### src/rtl/dimd_pkg.sv
package dimd_pkg;
  localparam int unsigned TERM_N     = 9;
  localparam int unsigned MODE_W     = 5;
  // Terminal positions
  localparam int unsigned T_STOP     = 0;
  localparam int unsigned T_ENABLE   = 1;
  localparam int unsigned T_START    = 2;
  localparam int unsigned T_DIR_FWD  = 3;
  localparam int unsigned T_REV      = 4;
  localparam int unsigned T_OPT0     = 5;
  localparam int unsigned T_OPT1     = 6;
  localparam int unsigned T_OPT2     = 7;
  localparam int unsigned T_AUX      = 8;
  // Input-mode bounds
  localparam logic [4:0] MODE_PANEL   = 5'h01;
  localparam logic [4:0] MODE_3W_MIN  = 5'h02;
  localparam logic [4:0] MODE_PB_MIN  = 5'h07;
  localparam logic [4:0] MODE_2W_MIN  = 5'h0C;
  localparam logic [4:0] MODE_MAX     = 5'h10;
  // Reference source codes
  localparam logic [2:0] REF_HOLD     = 3'h0;
  localparam logic [2:0] REF_EXT1     = 3'h1;
  // Reset values
  localparam logic [4:0] MODE_RST     = 5'h01;
  localparam logic [2:0] REF_RST      = 3'h1;

  typedef enum logic [1:0] {GRP_PANEL, GRP_3W_MAINT, GRP_3W_PB, GRP_2W} dimd_grp_t;

  typedef struct packed {
    logic       cap_done;
    logic [4:0] mode;
    logic       run;
    logic       rev;
    logic       out_en;
    logic       aux_fault;
    logic [2:0] ref_src;
    logic [1:0] accel_sel;
    logic [1:0] stop_mode;
    logic       pot_up;
    logic       pot_down;
    logic       local_ctl;
  } dimd_state_t;
endpackage : dimd_pkg

### src/rtl/dimd_decoder.sv
// Notes on behaviour
// RULE_01 - Nine terminal inputs; their functions follow the active input mode.
// RULE_02 - Start, stop, reverse, pot, ramp, speed, enable, aux, stop-mode, run, local functions.
// RULE_03 - Terminals map to the function set chosen by the stored mode number.
// RULE_04 - Mode setting may change anytime; mapping changes only after reset.
// RULE_05 - Without option board, configuration must set mode 1 and fit jumpers.
// RULE_06 - Mode 1: terminals give stop and enable; start, direction from panel/comm.
// RULE_07 - Modes 2-6: three-wire start in parallel; maintained direction from one source.
// RULE_08 - Modes 7-11: start, stop, forward, reverse pushbuttons parallel with panel/comm.
// RULE_09 - Modes 12-16: two-wire run forward/reverse; panel/comm run commands ignored.
// RULE_10 - Three speed selects pick hold, ext ref 1, presets 1-5, ext ref 2.
// RULE_11 - Closed speed select reads one, open reads zero.
// RULE_12 - Output section inhibited whenever enable input is false.
// RULE_13 - Auxiliary fault raised whenever auxiliary interlock is open.
// RULE_14 - Three-wire start latches run until stop opens or a fault occurs.
module dimd_decoder (
  input  wire logic                        sys_clk_i,
  input  wire logic                        reset_n_i,
  input  wire logic [dimd_pkg::TERM_N-1:0] terminal_i,  // see RULE_01
  input  wire logic [dimd_pkg::MODE_W-1:0] mode_cfg_i,
  input  wire logic                        dir_from_term_i,
  input  wire logic                        fault_i,
  input  wire logic                        panel_start_i,
  input  wire logic                        panel_stop_i,
  input  wire logic                        panel_fwd_i,
  input  wire logic                        panel_rev_i,
  input  wire logic                        comm_start_i,
  input  wire logic                        comm_stop_i,
  input  wire logic                        comm_fwd_i,
  input  wire logic                        comm_rev_i,
  output logic [dimd_pkg::MODE_W-1:0]      active_mode_o,
  output logic                             mode_ready_o,
  output logic                             run_o,
  output logic                             reverse_o,
  output logic                             output_enable_o,
  output logic                             aux_fault_o,
  output logic [2:0]                       ref_src_o,
  output logic [1:0]                       accel_sel_o,
  output logic [1:0]                       stop_mode_o,
  output logic                             pot_up_o,
  output logic                             pot_down_o,
  output logic                             local_ctl_o
);

  function automatic dimd_pkg::dimd_grp_t grp_of(input logic [4:0] m);
    if (m >= dimd_pkg::MODE_2W_MIN && m <= dimd_pkg::MODE_MAX) begin
      return dimd_pkg::GRP_2W;
    end else if (m >= dimd_pkg::MODE_PB_MIN && m < dimd_pkg::MODE_2W_MIN) begin
      return dimd_pkg::GRP_3W_PB;
    end else if (m >= dimd_pkg::MODE_3W_MIN && m < dimd_pkg::MODE_PB_MIN) begin
      return dimd_pkg::GRP_3W_MAINT;
    end else begin
      return dimd_pkg::GRP_PANEL;
    end
  endfunction : grp_of

  // Position within a group of five; mode 1 and invalid codes use slot 0
  function automatic logic [2:0] slot_of(input logic [4:0] m);
    logic [4:0] d;
    d = 5'h00;
    case (grp_of(m))
      dimd_pkg::GRP_3W_MAINT: d = m - dimd_pkg::MODE_3W_MIN;
      dimd_pkg::GRP_3W_PB:    d = m - dimd_pkg::MODE_PB_MIN;
      dimd_pkg::GRP_2W:       d = m - dimd_pkg::MODE_2W_MIN;
      default:                d = 5'h00;
    endcase
    return d[2:0];
  endfunction : slot_of

  dimd_pkg::dimd_state_t q;
  dimd_pkg::dimd_state_t next_q;

  dimd_pkg::dimd_grp_t grp;
  logic [2:0]          slot;
  logic [2:0]          spd_code;
  logic                stop_ok;
  logic                any_fault;
  logic                start_req;
  logic                stop_req;
  logic                fwd_req;
  logic                rev_req;

  assign grp       = grp_of(q.mode);
  assign slot      = slot_of(q.mode);
  assign stop_ok   = terminal_i[dimd_pkg::T_STOP];
  assign any_fault = fault_i | ~terminal_i[dimd_pkg::T_AUX];

  always_comb begin
    next_q    = q;
    spd_code  = 3'h0;
    start_req = 1'b0;
    stop_req  = 1'b0;
    fwd_req   = 1'b0;
    rev_req   = 1'b0;

    // Mode is sampled once after reset release, then frozen
    if (!q.cap_done) begin
      next_q.cap_done = 1'b1;  // see RULE_04
      next_q.mode     = mode_cfg_i;
    end

    next_q.out_en    = terminal_i[dimd_pkg::T_ENABLE];  // see RULE_12
    next_q.aux_fault = ~terminal_i[dimd_pkg::T_AUX];    // see RULE_13

    // Optional terminals per slot; closed reads as one
    next_q.accel_sel = 2'h0;
    next_q.stop_mode = 2'h0;
    next_q.pot_up    = 1'b0;
    next_q.pot_down  = 1'b0;
    next_q.local_ctl = 1'b0;
    case (slot)  // see RULE_02
      3'h1: begin
        next_q.accel_sel = terminal_i[dimd_pkg::T_OPT1:dimd_pkg::T_OPT0];
        next_q.local_ctl = terminal_i[dimd_pkg::T_OPT2];
      end
      3'h2: begin
        next_q.pot_up   = terminal_i[dimd_pkg::T_OPT0];
        next_q.pot_down = terminal_i[dimd_pkg::T_OPT1];
        spd_code        = {2'h0, terminal_i[dimd_pkg::T_OPT2]};
      end
      3'h3: begin
        next_q.stop_mode = terminal_i[dimd_pkg::T_OPT1:dimd_pkg::T_OPT0];
        spd_code         = {2'h0, terminal_i[dimd_pkg::T_OPT2]};
      end
      3'h4: begin
        spd_code         = {1'b0, terminal_i[dimd_pkg::T_OPT1:dimd_pkg::T_OPT0]};
        next_q.accel_sel = {1'b0, terminal_i[dimd_pkg::T_OPT2]};
      end
      default: begin
        spd_code = terminal_i[dimd_pkg::T_OPT2:dimd_pkg::T_OPT0];  // see RULE_11
      end
    endcase
    if (spd_code != dimd_pkg::REF_HOLD) begin
      next_q.ref_src = spd_code;  // see RULE_10
    end

    // Command sources per group
    case (grp)
      dimd_pkg::GRP_PANEL: begin
        start_req = panel_start_i | comm_start_i;  // see RULE_06
        stop_req  = panel_stop_i | comm_stop_i;
        fwd_req   = panel_fwd_i | comm_fwd_i;
        rev_req   = panel_rev_i | comm_rev_i;
      end
      dimd_pkg::GRP_3W_MAINT: begin
        start_req = terminal_i[dimd_pkg::T_START] | panel_start_i | comm_start_i;  // see RULE_07
        stop_req  = panel_stop_i | comm_stop_i;
        if (dir_from_term_i) begin
          rev_req = terminal_i[dimd_pkg::T_DIR_FWD];
          fwd_req = ~terminal_i[dimd_pkg::T_DIR_FWD];
        end else begin
          fwd_req = panel_fwd_i | comm_fwd_i;
          rev_req = panel_rev_i | comm_rev_i;
        end
      end
      dimd_pkg::GRP_3W_PB: begin
        start_req = terminal_i[dimd_pkg::T_START] | panel_start_i | comm_start_i;  // see RULE_08
        stop_req  = panel_stop_i | comm_stop_i;
        fwd_req   = terminal_i[dimd_pkg::T_DIR_FWD] | panel_fwd_i | comm_fwd_i;
        rev_req   = terminal_i[dimd_pkg::T_REV] | panel_rev_i | comm_rev_i;
      end
      default: begin
        start_req = 1'b0;
      end
    endcase

    if (!q.cap_done) begin
      next_q.run = 1'b0;
    end else if (grp == dimd_pkg::GRP_2W) begin
      // Maintained run inputs; both closed counts as stop
      next_q.run = (terminal_i[dimd_pkg::T_DIR_FWD] ^ terminal_i[dimd_pkg::T_REV])
                   & stop_ok & ~any_fault;  // see RULE_09
      if (terminal_i[dimd_pkg::T_REV] & ~terminal_i[dimd_pkg::T_DIR_FWD]) begin
        next_q.rev = 1'b1;
      end else if (terminal_i[dimd_pkg::T_DIR_FWD] & ~terminal_i[dimd_pkg::T_REV]) begin
        next_q.rev = 1'b0;
      end
    end else begin
      // Stop and faults win over a start in the same cycle
      if (!stop_ok || stop_req || any_fault) begin
        next_q.run = 1'b0;  // see RULE_14
      end else if (start_req) begin
        next_q.run = 1'b1;  // see RULE_14
      end
      if (rev_req && !fwd_req) begin
        next_q.rev = 1'b1;
      end else if (fwd_req && !rev_req) begin
        next_q.rev = 1'b0;
      end
    end
  end

  always_ff @(posedge sys_clk_i or negedge reset_n_i) begin
    if (!reset_n_i) begin
      q           <= '0;
      q.mode      <= dimd_pkg::MODE_RST;
      q.ref_src   <= dimd_pkg::REF_RST;
      q.aux_fault <= 1'b1;
    end else begin
      q <= next_q;  // see RULE_03
    end
  end

  assign active_mode_o   = q.mode;
  assign mode_ready_o    = q.cap_done;
  assign run_o           = q.run;
  assign reverse_o       = q.rev;
  assign output_enable_o = q.out_en;
  assign aux_fault_o     = q.aux_fault;
  assign ref_src_o       = q.ref_src;
  assign accel_sel_o     = q.accel_sel;
  assign stop_mode_o     = q.stop_mode;
  assign pot_up_o        = q.pot_up;
  assign pot_down_o      = q.pot_down;
  assign local_ctl_o     = q.local_ctl;
endmodule : dimd_decoder

### config.mk
export PLATFORM = sky130hd
export DESIGN_NAME = dimd_decoder
export DESIGN_NICKNAME = d
export VERILOG_FILES = /design/src/rtl/dimd_pkg.sv /design/src/rtl/dimd_decoder.sv
export SDC_FILE = /design/constraint.sdc
export NUM_CORES = 1
export LEC_CHECK = 0
export ABC_CLOCK_PERIOD_IN_PS = 3200
export BUFFER_PORTS_ARGS = -buffer_cell sky130_fd_sc_hd__buf_2
export CAP_MARGIN = 40
export CORE_MARGIN = 5
export CORE_UTILIZATION = 41
export CTS_CLUSTER_DIAMETER = 200
export CTS_CLUSTER_SIZE = 24
export DETAILED_ROUTE_END_ITERATION = 10
export MAX_ROUTING_LAYER = met4
export PLACE_DENSITY = 0.73
export SLEW_MARGIN = 5
export SYNTH_ARGS = -nofsm -noshare
export SYNTH_HDL_FRONTEND = slang
export SYNTH_SLANG_ARGS = --single-unit
### constraint.sdc
create_clock -name sys_clk_i -period 3.2 [get_ports sys_clk_i]
set_input_delay 0.64 -clock sys_clk_i [delete_from_list [all_inputs] [get_ports sys_clk_i]]
set_output_delay 0.64 -clock sys_clk_i [all_outputs]
set_load 0.05 [all_outputs]
Yosys cells after proc, flatten, opt, wreduce, memory -nomap -nowiden --
Cells that the tools add are included.
Storage, ports and cells: bits of input ports 26, register bits after elaboration 20, word-level logic and storage cells 90
Operators by class: order comparisons 6, add/subtract/negate cells 3, bitwise operators 20, reductions and logical operators 17, multiplexer cells 23, equal/unequal tests 9
Operators by type and width (count):
- case mux 3 bit (3 select lines) | 2
- two-way mux 1 bit | 12
- OR 1 bit | 11
- two-way mux 2 bit | 5
- equality test 3 x 2 -> 1 bit, second input constant | 2
- case mux 1 bit (3 select lines) | 2
- nonzero test 3 bit | 2
- subtractor 3 bit, second input constant | 2
- >= comparator 5 x 2 -> 1 bit, second input constant | 1
- >= comparator 5 x 3 -> 1 bit, second input constant | 1
- >= comparator 5 x 4 -> 1 bit, second input constant | 1
- less-or-equal comparator 5 bit, second input constant | 1
- logical AND 1 bit | 5
- less-than comparator 5 x 3 -> 1 bit, second input constant | 1
- less-than comparator 5 x 4 -> 1 bit, second input constant | 1
- bitwise AND 1 bit | 4
- equality test 2 bit, second input constant | 2
- inequality test 4 x 1 -> 1 bit, second input constant | 1
- NOT 1 bit | 4
- case mux 2 bit (2 select lines) | 1
- OR reduction 2 bit | 2
- equality test 3 x 1 -> 1 bit, second input constant | 1
- equality test 3 bit, second input constant | 1
- logical NOT 1 bit | 3
- 9 further kinds | 10

Depth between registers and ports, before layout --
depth in word-level cells 13, gate-level depth with buffers 16

Least setup slack after synthesis --
OpenSTA, ideal clock, no wires.
path kind register to register, start point reg q (netlist bit active_mode_o[1]), end point reg q (netlist bit ref_src_o[2]), buffers on the path 1, stages on the path, launching flop included 14, arrival 3.089 ns, slack -0.014 ns, required time 3.075 ns, setup time 0.125 ns, path through dfrtp_1 -> inv_1 -> ha_1 -> nand4bb_1 -> nand2_1 -> nor2_1 -> inv_1 -> ha_1 -> buf_6 -> or4_4 -> a21oi_1 -> o22ai_1 -> a221oi_2 -> o21ai_1
On the way: longest elaborated chain between the ends 11
RTL lines:
- start: declaration | RTL line dimd_decoder.sv:70 | dimd_pkg::dimd_state_t q;
- start signal: assignment | RTL line dimd_decoder.sv:200 | q <= next_q;
- >= comparator 5 x 2 -> 1 bit / less-than comparator 5 x 3 -> 1 bit (equally long branches) | RTL line dimd_decoder.sv:50 | end else if (m >= dimd_pkg::MODE_3W_MIN && m < dimd_pkg::MODE_PB_MIN) begin
- logical AND 1 bit | RTL line dimd_decoder.sv:50
- two-way mux 1 bit | RTL line dimd_decoder.sv:50
- two-way mux 2 bit | RTL line dimd_decoder.sv:48 | end else if (m >= dimd_pkg::MODE_PB_MIN && m < dimd_pkg::MODE_2W_MIN) begin
- two-way mux 2 bit | RTL line dimd_decoder.sv:46 | if (m >= dimd_pkg::MODE_2W_MIN && m <= dimd_pkg::MODE_MAX) begin
- equality test 2 bit / equality test 2 x 1 -> 1 bit (equally long branches) | RTL line dimd_decoder.sv:61 | case (grp_of(m))
- case mux 3 bit (3 select lines) * | RTL line dimd_decoder.sv:61
- equality test 3 x 2 -> 1 bit | RTL line dimd_decoder.sv:111 | case (slot)
- OR reduction 2 bit (no source line)
- case mux 3 bit (3 select lines) * | RTL line dimd_decoder.sv:111
- nonzero test 3 bit | RTL line dimd_decoder.sv:133 | if (spd_code != dimd_pkg::REF_HOLD) begin
Mark *: on every way between the ends. The rest lies on a longest branch, timed or not. A chain may end at the register's enable or synchronous reset.

Final worst setup path --
start point reg q (netlist bit active_mode_o[0]), end point reg q (netlist bit ref_src_o[2])
The elaborated chain is that of the path after synthesis.

==> results.sh <==
export IMPL_crit_arrival_ns=3.14
export IMPL_ir_worst_vdd_v=0.000262
export IMPL_io_pins=46
export IMPL_slew_violations=0
export IMPL_syn_num_nets=178
export IMPL_ctsResizeCount=0
export IMPL_first_pass_iters=4
export IMPL_overflow=0
export IMPL_synthTopCellsByArea="dfrtp_1 32%, ha_1 10%, dfstp_2 5.9%"
export IMPL_design_die_area_um2=4520
export IMPL_ctsHoldBuffers=0
export IMPL_postSynthCellCount=141
export IMPL_grt_pass1_vias=1213
export IMPL_p_comb_frac=0.492
export IMPL_netlist_area_um2=1340
export IMPL_wl_per_cell_um=14.1
export IMPL_start_kind="flip-flop"
export IMPL_grtUsageTotal=0.161
export IMPL_clock_sinks=20
export IMPL_drive_above_1_share=0.378
export IMPL_power_density_nw_per_um2=541
export IMPL_cts_buffers=3
export IMPL_worst_setup_path_type="reg2reg"
export IMPL_core_um2=3100
export IMPL_p_total_mw=0.887
export IMPL_synth_edf_count=0
export IMPL_num_antenna_cells=0
export IMPL_clk_latency_ns=0.31
export IMPL_layout_nets=226
export IMPL_nFillCells=297
export IMPL_period_share=0.918
export IMPL_async_flop_share=1.00
export IMPL_grt_max_degree=21
export IMPL_synth_area_per_cell_um2=9.51
export IMPL_num_rows=20
export IMPL_leakage_nw=0.829
export IMPL_ys_ff_latch=20
export IMPL_drcViolationCount=0
export IMPL_clockBufferDepth=2
export IMPL_place_hpwl_um=2570
export IMPL_start_util=0.432
export IMPL_ys_flop_type="dfrtp_1"
export IMPL_layout_common_cells="45 x buf_2, 17 x nand2_1, 15 x dfrtp_1"
export IMPL_routed_via_count=1223
export IMPL_fin_crit_ns=2.94
export IMPL_htreeDepth=1
export IMPL_synth_seq_area_share=0.376
export IMPL_synth_warnings=0
export IMPL_power_share_switching=0.457
export IMPL_fin_tns_setup_ns=0
export IMPL_ctsRootBufferMaster="clkbuf_4"
export IMPL_ys_types=48
export IMPL_postCtsSetupRepairBufs=0
export IMPL_clkTransAtPathRegs_ns=0.11
export IMPL_fin_skew_ns=0.00129
export IMPL_critical_path_max_fanout=9
export IMPL_internal_power_mw=0.482
export IMPL_p_clk_frac=0.146
export IMPL_seqPwrFrac=0.363
export IMPL_gp_congestion=0.979
export IMPL_switchingPower_mw=0.405
export IMPL_ant_nets=0
export IMPL_die_y_um=67.2
export IMPL_setup_violations=0
export IMPL_syn2layout_area_growth_pct=22.3
export IMPL_via_per_inst=5.27
export IMPL_fmax_mhz=340
export IMPL_end_kind="flip-flop"
export IMPL_hold_viol=0
export IMPL_port_buffers=45
export IMPL_grt_antenna_before_repair=0
export IMPL_tritoncts="built"
export IMPL_chipWidth_um=67.2
export IMPL_grt_pass1_wl_um=5400
export IMPL_yosysTopAreaCell="dfrtp_1"
export IMPL_wl_um=3270
export IMPL_drt_iter0_drc=42
export IMPL_layout_commonest_cell="buf_2"
export IMPL_hp_class="in2async"
export IMPL_required_ns=3.41
export IMPL_maxCapViolCount=0
export IMPL_grt_setup_unrepaired="no"
export IMPL_outcome="finished clean"
export IMPL_synth_top_area_frac=0.317
[cells by family (layout without fill, tap and decap cells)]
kind of cell	Yosys count	in the layout	share of synthesized area
xor gates and xnor gates	2	2	0.0131
buffers and inverters	17	64	0.0634
and+or+nand+nor	52	52	0.215
muxes	5	5	0.0420
DFF	20	20	0.376
adders and majority gates	11	11	0.103
other	1	1	0.00280
AOI/OAI and AO/OA	33	33	0.185
[cell usage after synthesis, drive strengths merged (2+ instances only)]
master,instances
a21oi,6
dfstp,3
o31ai,4
nor2,13
nor3,4
ha,11
o21ai,8
nand2,17
and3,2
clkbuf,2
dfrtp,17
nor4,4
buf,2
a211oi,2
a2111oi,2
inv,13
mux2,5
a32oi,3
[state kept, by name (all words and copies together), names as in the netlist]
register	flops
mode_ready_o	1
reverse_o	1
active_mode_o	5
accel_sel_o	2
local_ctl_o	1
output_enable_o	1
ref_src_o	3
pot_down_o	1
stop_mode_o	2
run_o	1
pot_up_o	1
aux_fault_o	1
[power by group through the flow]
| stage | sequential, mW | combinational [mW] | clock [mW] |
|---|---|---|---|
| floorplan | 0.449 | 0.205 | 0 |
| global placement | 0.325 | 0.422 | 0 |
| detailed placement | 0.326 | 0.431 | 0 |
| CTS | 0.322 | 0.433 | 0.132 |
| global route | 0.329 | 0.472 | 0.146 |
| finish | 0.322 | 0.436 | 0.129 |
[worst max-delay path, cell delays in order (launching register included)]
cell       delay, ns
dfstp_2         0.60
inv_1           0.12
ha_1            0.25
nand4bb_1       0.17
nand2_1         0.09
nor2_1          0.15
inv_1           0.06
ha_2            0.24
or4_4           0.53
a21oi_1         0.16
o22ai_1         0.11
a221oi_2        0.28
o21ai_1         0.08
[metal layers]
layer  up-vias  part of all wire  track usage  routed length (um)
met5         -                 0            -                   0
met4         0             0.019       0.0633                  63
met3         6             0.049       0.0233                 160
met2        44              0.54        0.290                1760
met1       579              0.39        0.178                1280
li1        594                 -            -                   -
[stage by stage]
step / hold WS (ns) / util / worst slack (ns) / instances / area, um^2
after global placement: 0.464 / 0.517 / 0.191 / 228 / 1600
after floorplan: 0.344 / - / 0.00340 / 141 / 1340
after global routing: 0.287 / 0.529 / 0.0377 / 232 / 1640
after CTS: 0.279 / 0.525 / 0.0657 / 232 / 1630
after detailed placement: 0.469 / 0.517 / 0.107 / 228 / 1600
final: 0.254 / 0.529 / 0.261 / 232 / 1640
[path summary, 6_finish.rpt]
path | to | start | slack [ns] | cells past startpoint
setup / recovery | ref_src_o[2]$_DFFE_PN0P_ | active_mode_o[0]$_DFFE_PN1N_ | 0.26 | 12
hold / removal | mode_ready_o$_DFF_PN0_ | reset_n_i | 0.25 | 1
setup reg to reg | ref_src_o[2]$_DFFE_PN0P_ | active_mode_o[0]$_DFFE_PN1N_ | 0.26 | 12
hold reg to reg | ref_src_o[0]$_DFFE_PN1P_ | ref_src_o[0]$_DFFE_PN1P_ | 0.48 | 2
max in group asynchronous | aux_fault_o$_DFF_PN1_ | reset_n_i | 2.61 | 1
min in group sys_clk_i | output_enable_o$_DFF_PN0_ | terminal_i[1] | 0.42 | 1
[layout make-up]
type / instances / area (um^2) / share of cell area
clock buffer: 4 / 26.3 / 0.0160
inverter: 13 / 48.8 / 0.0297
multi-input combinational: 104 / 763 / 0.465
sequential: 20 / 507 / 0.309
tap: 44 / 55.1 / 0.0336
timing repair buffer: 47 / 240 / 0.146
Power figures use the tool's default switching activity.
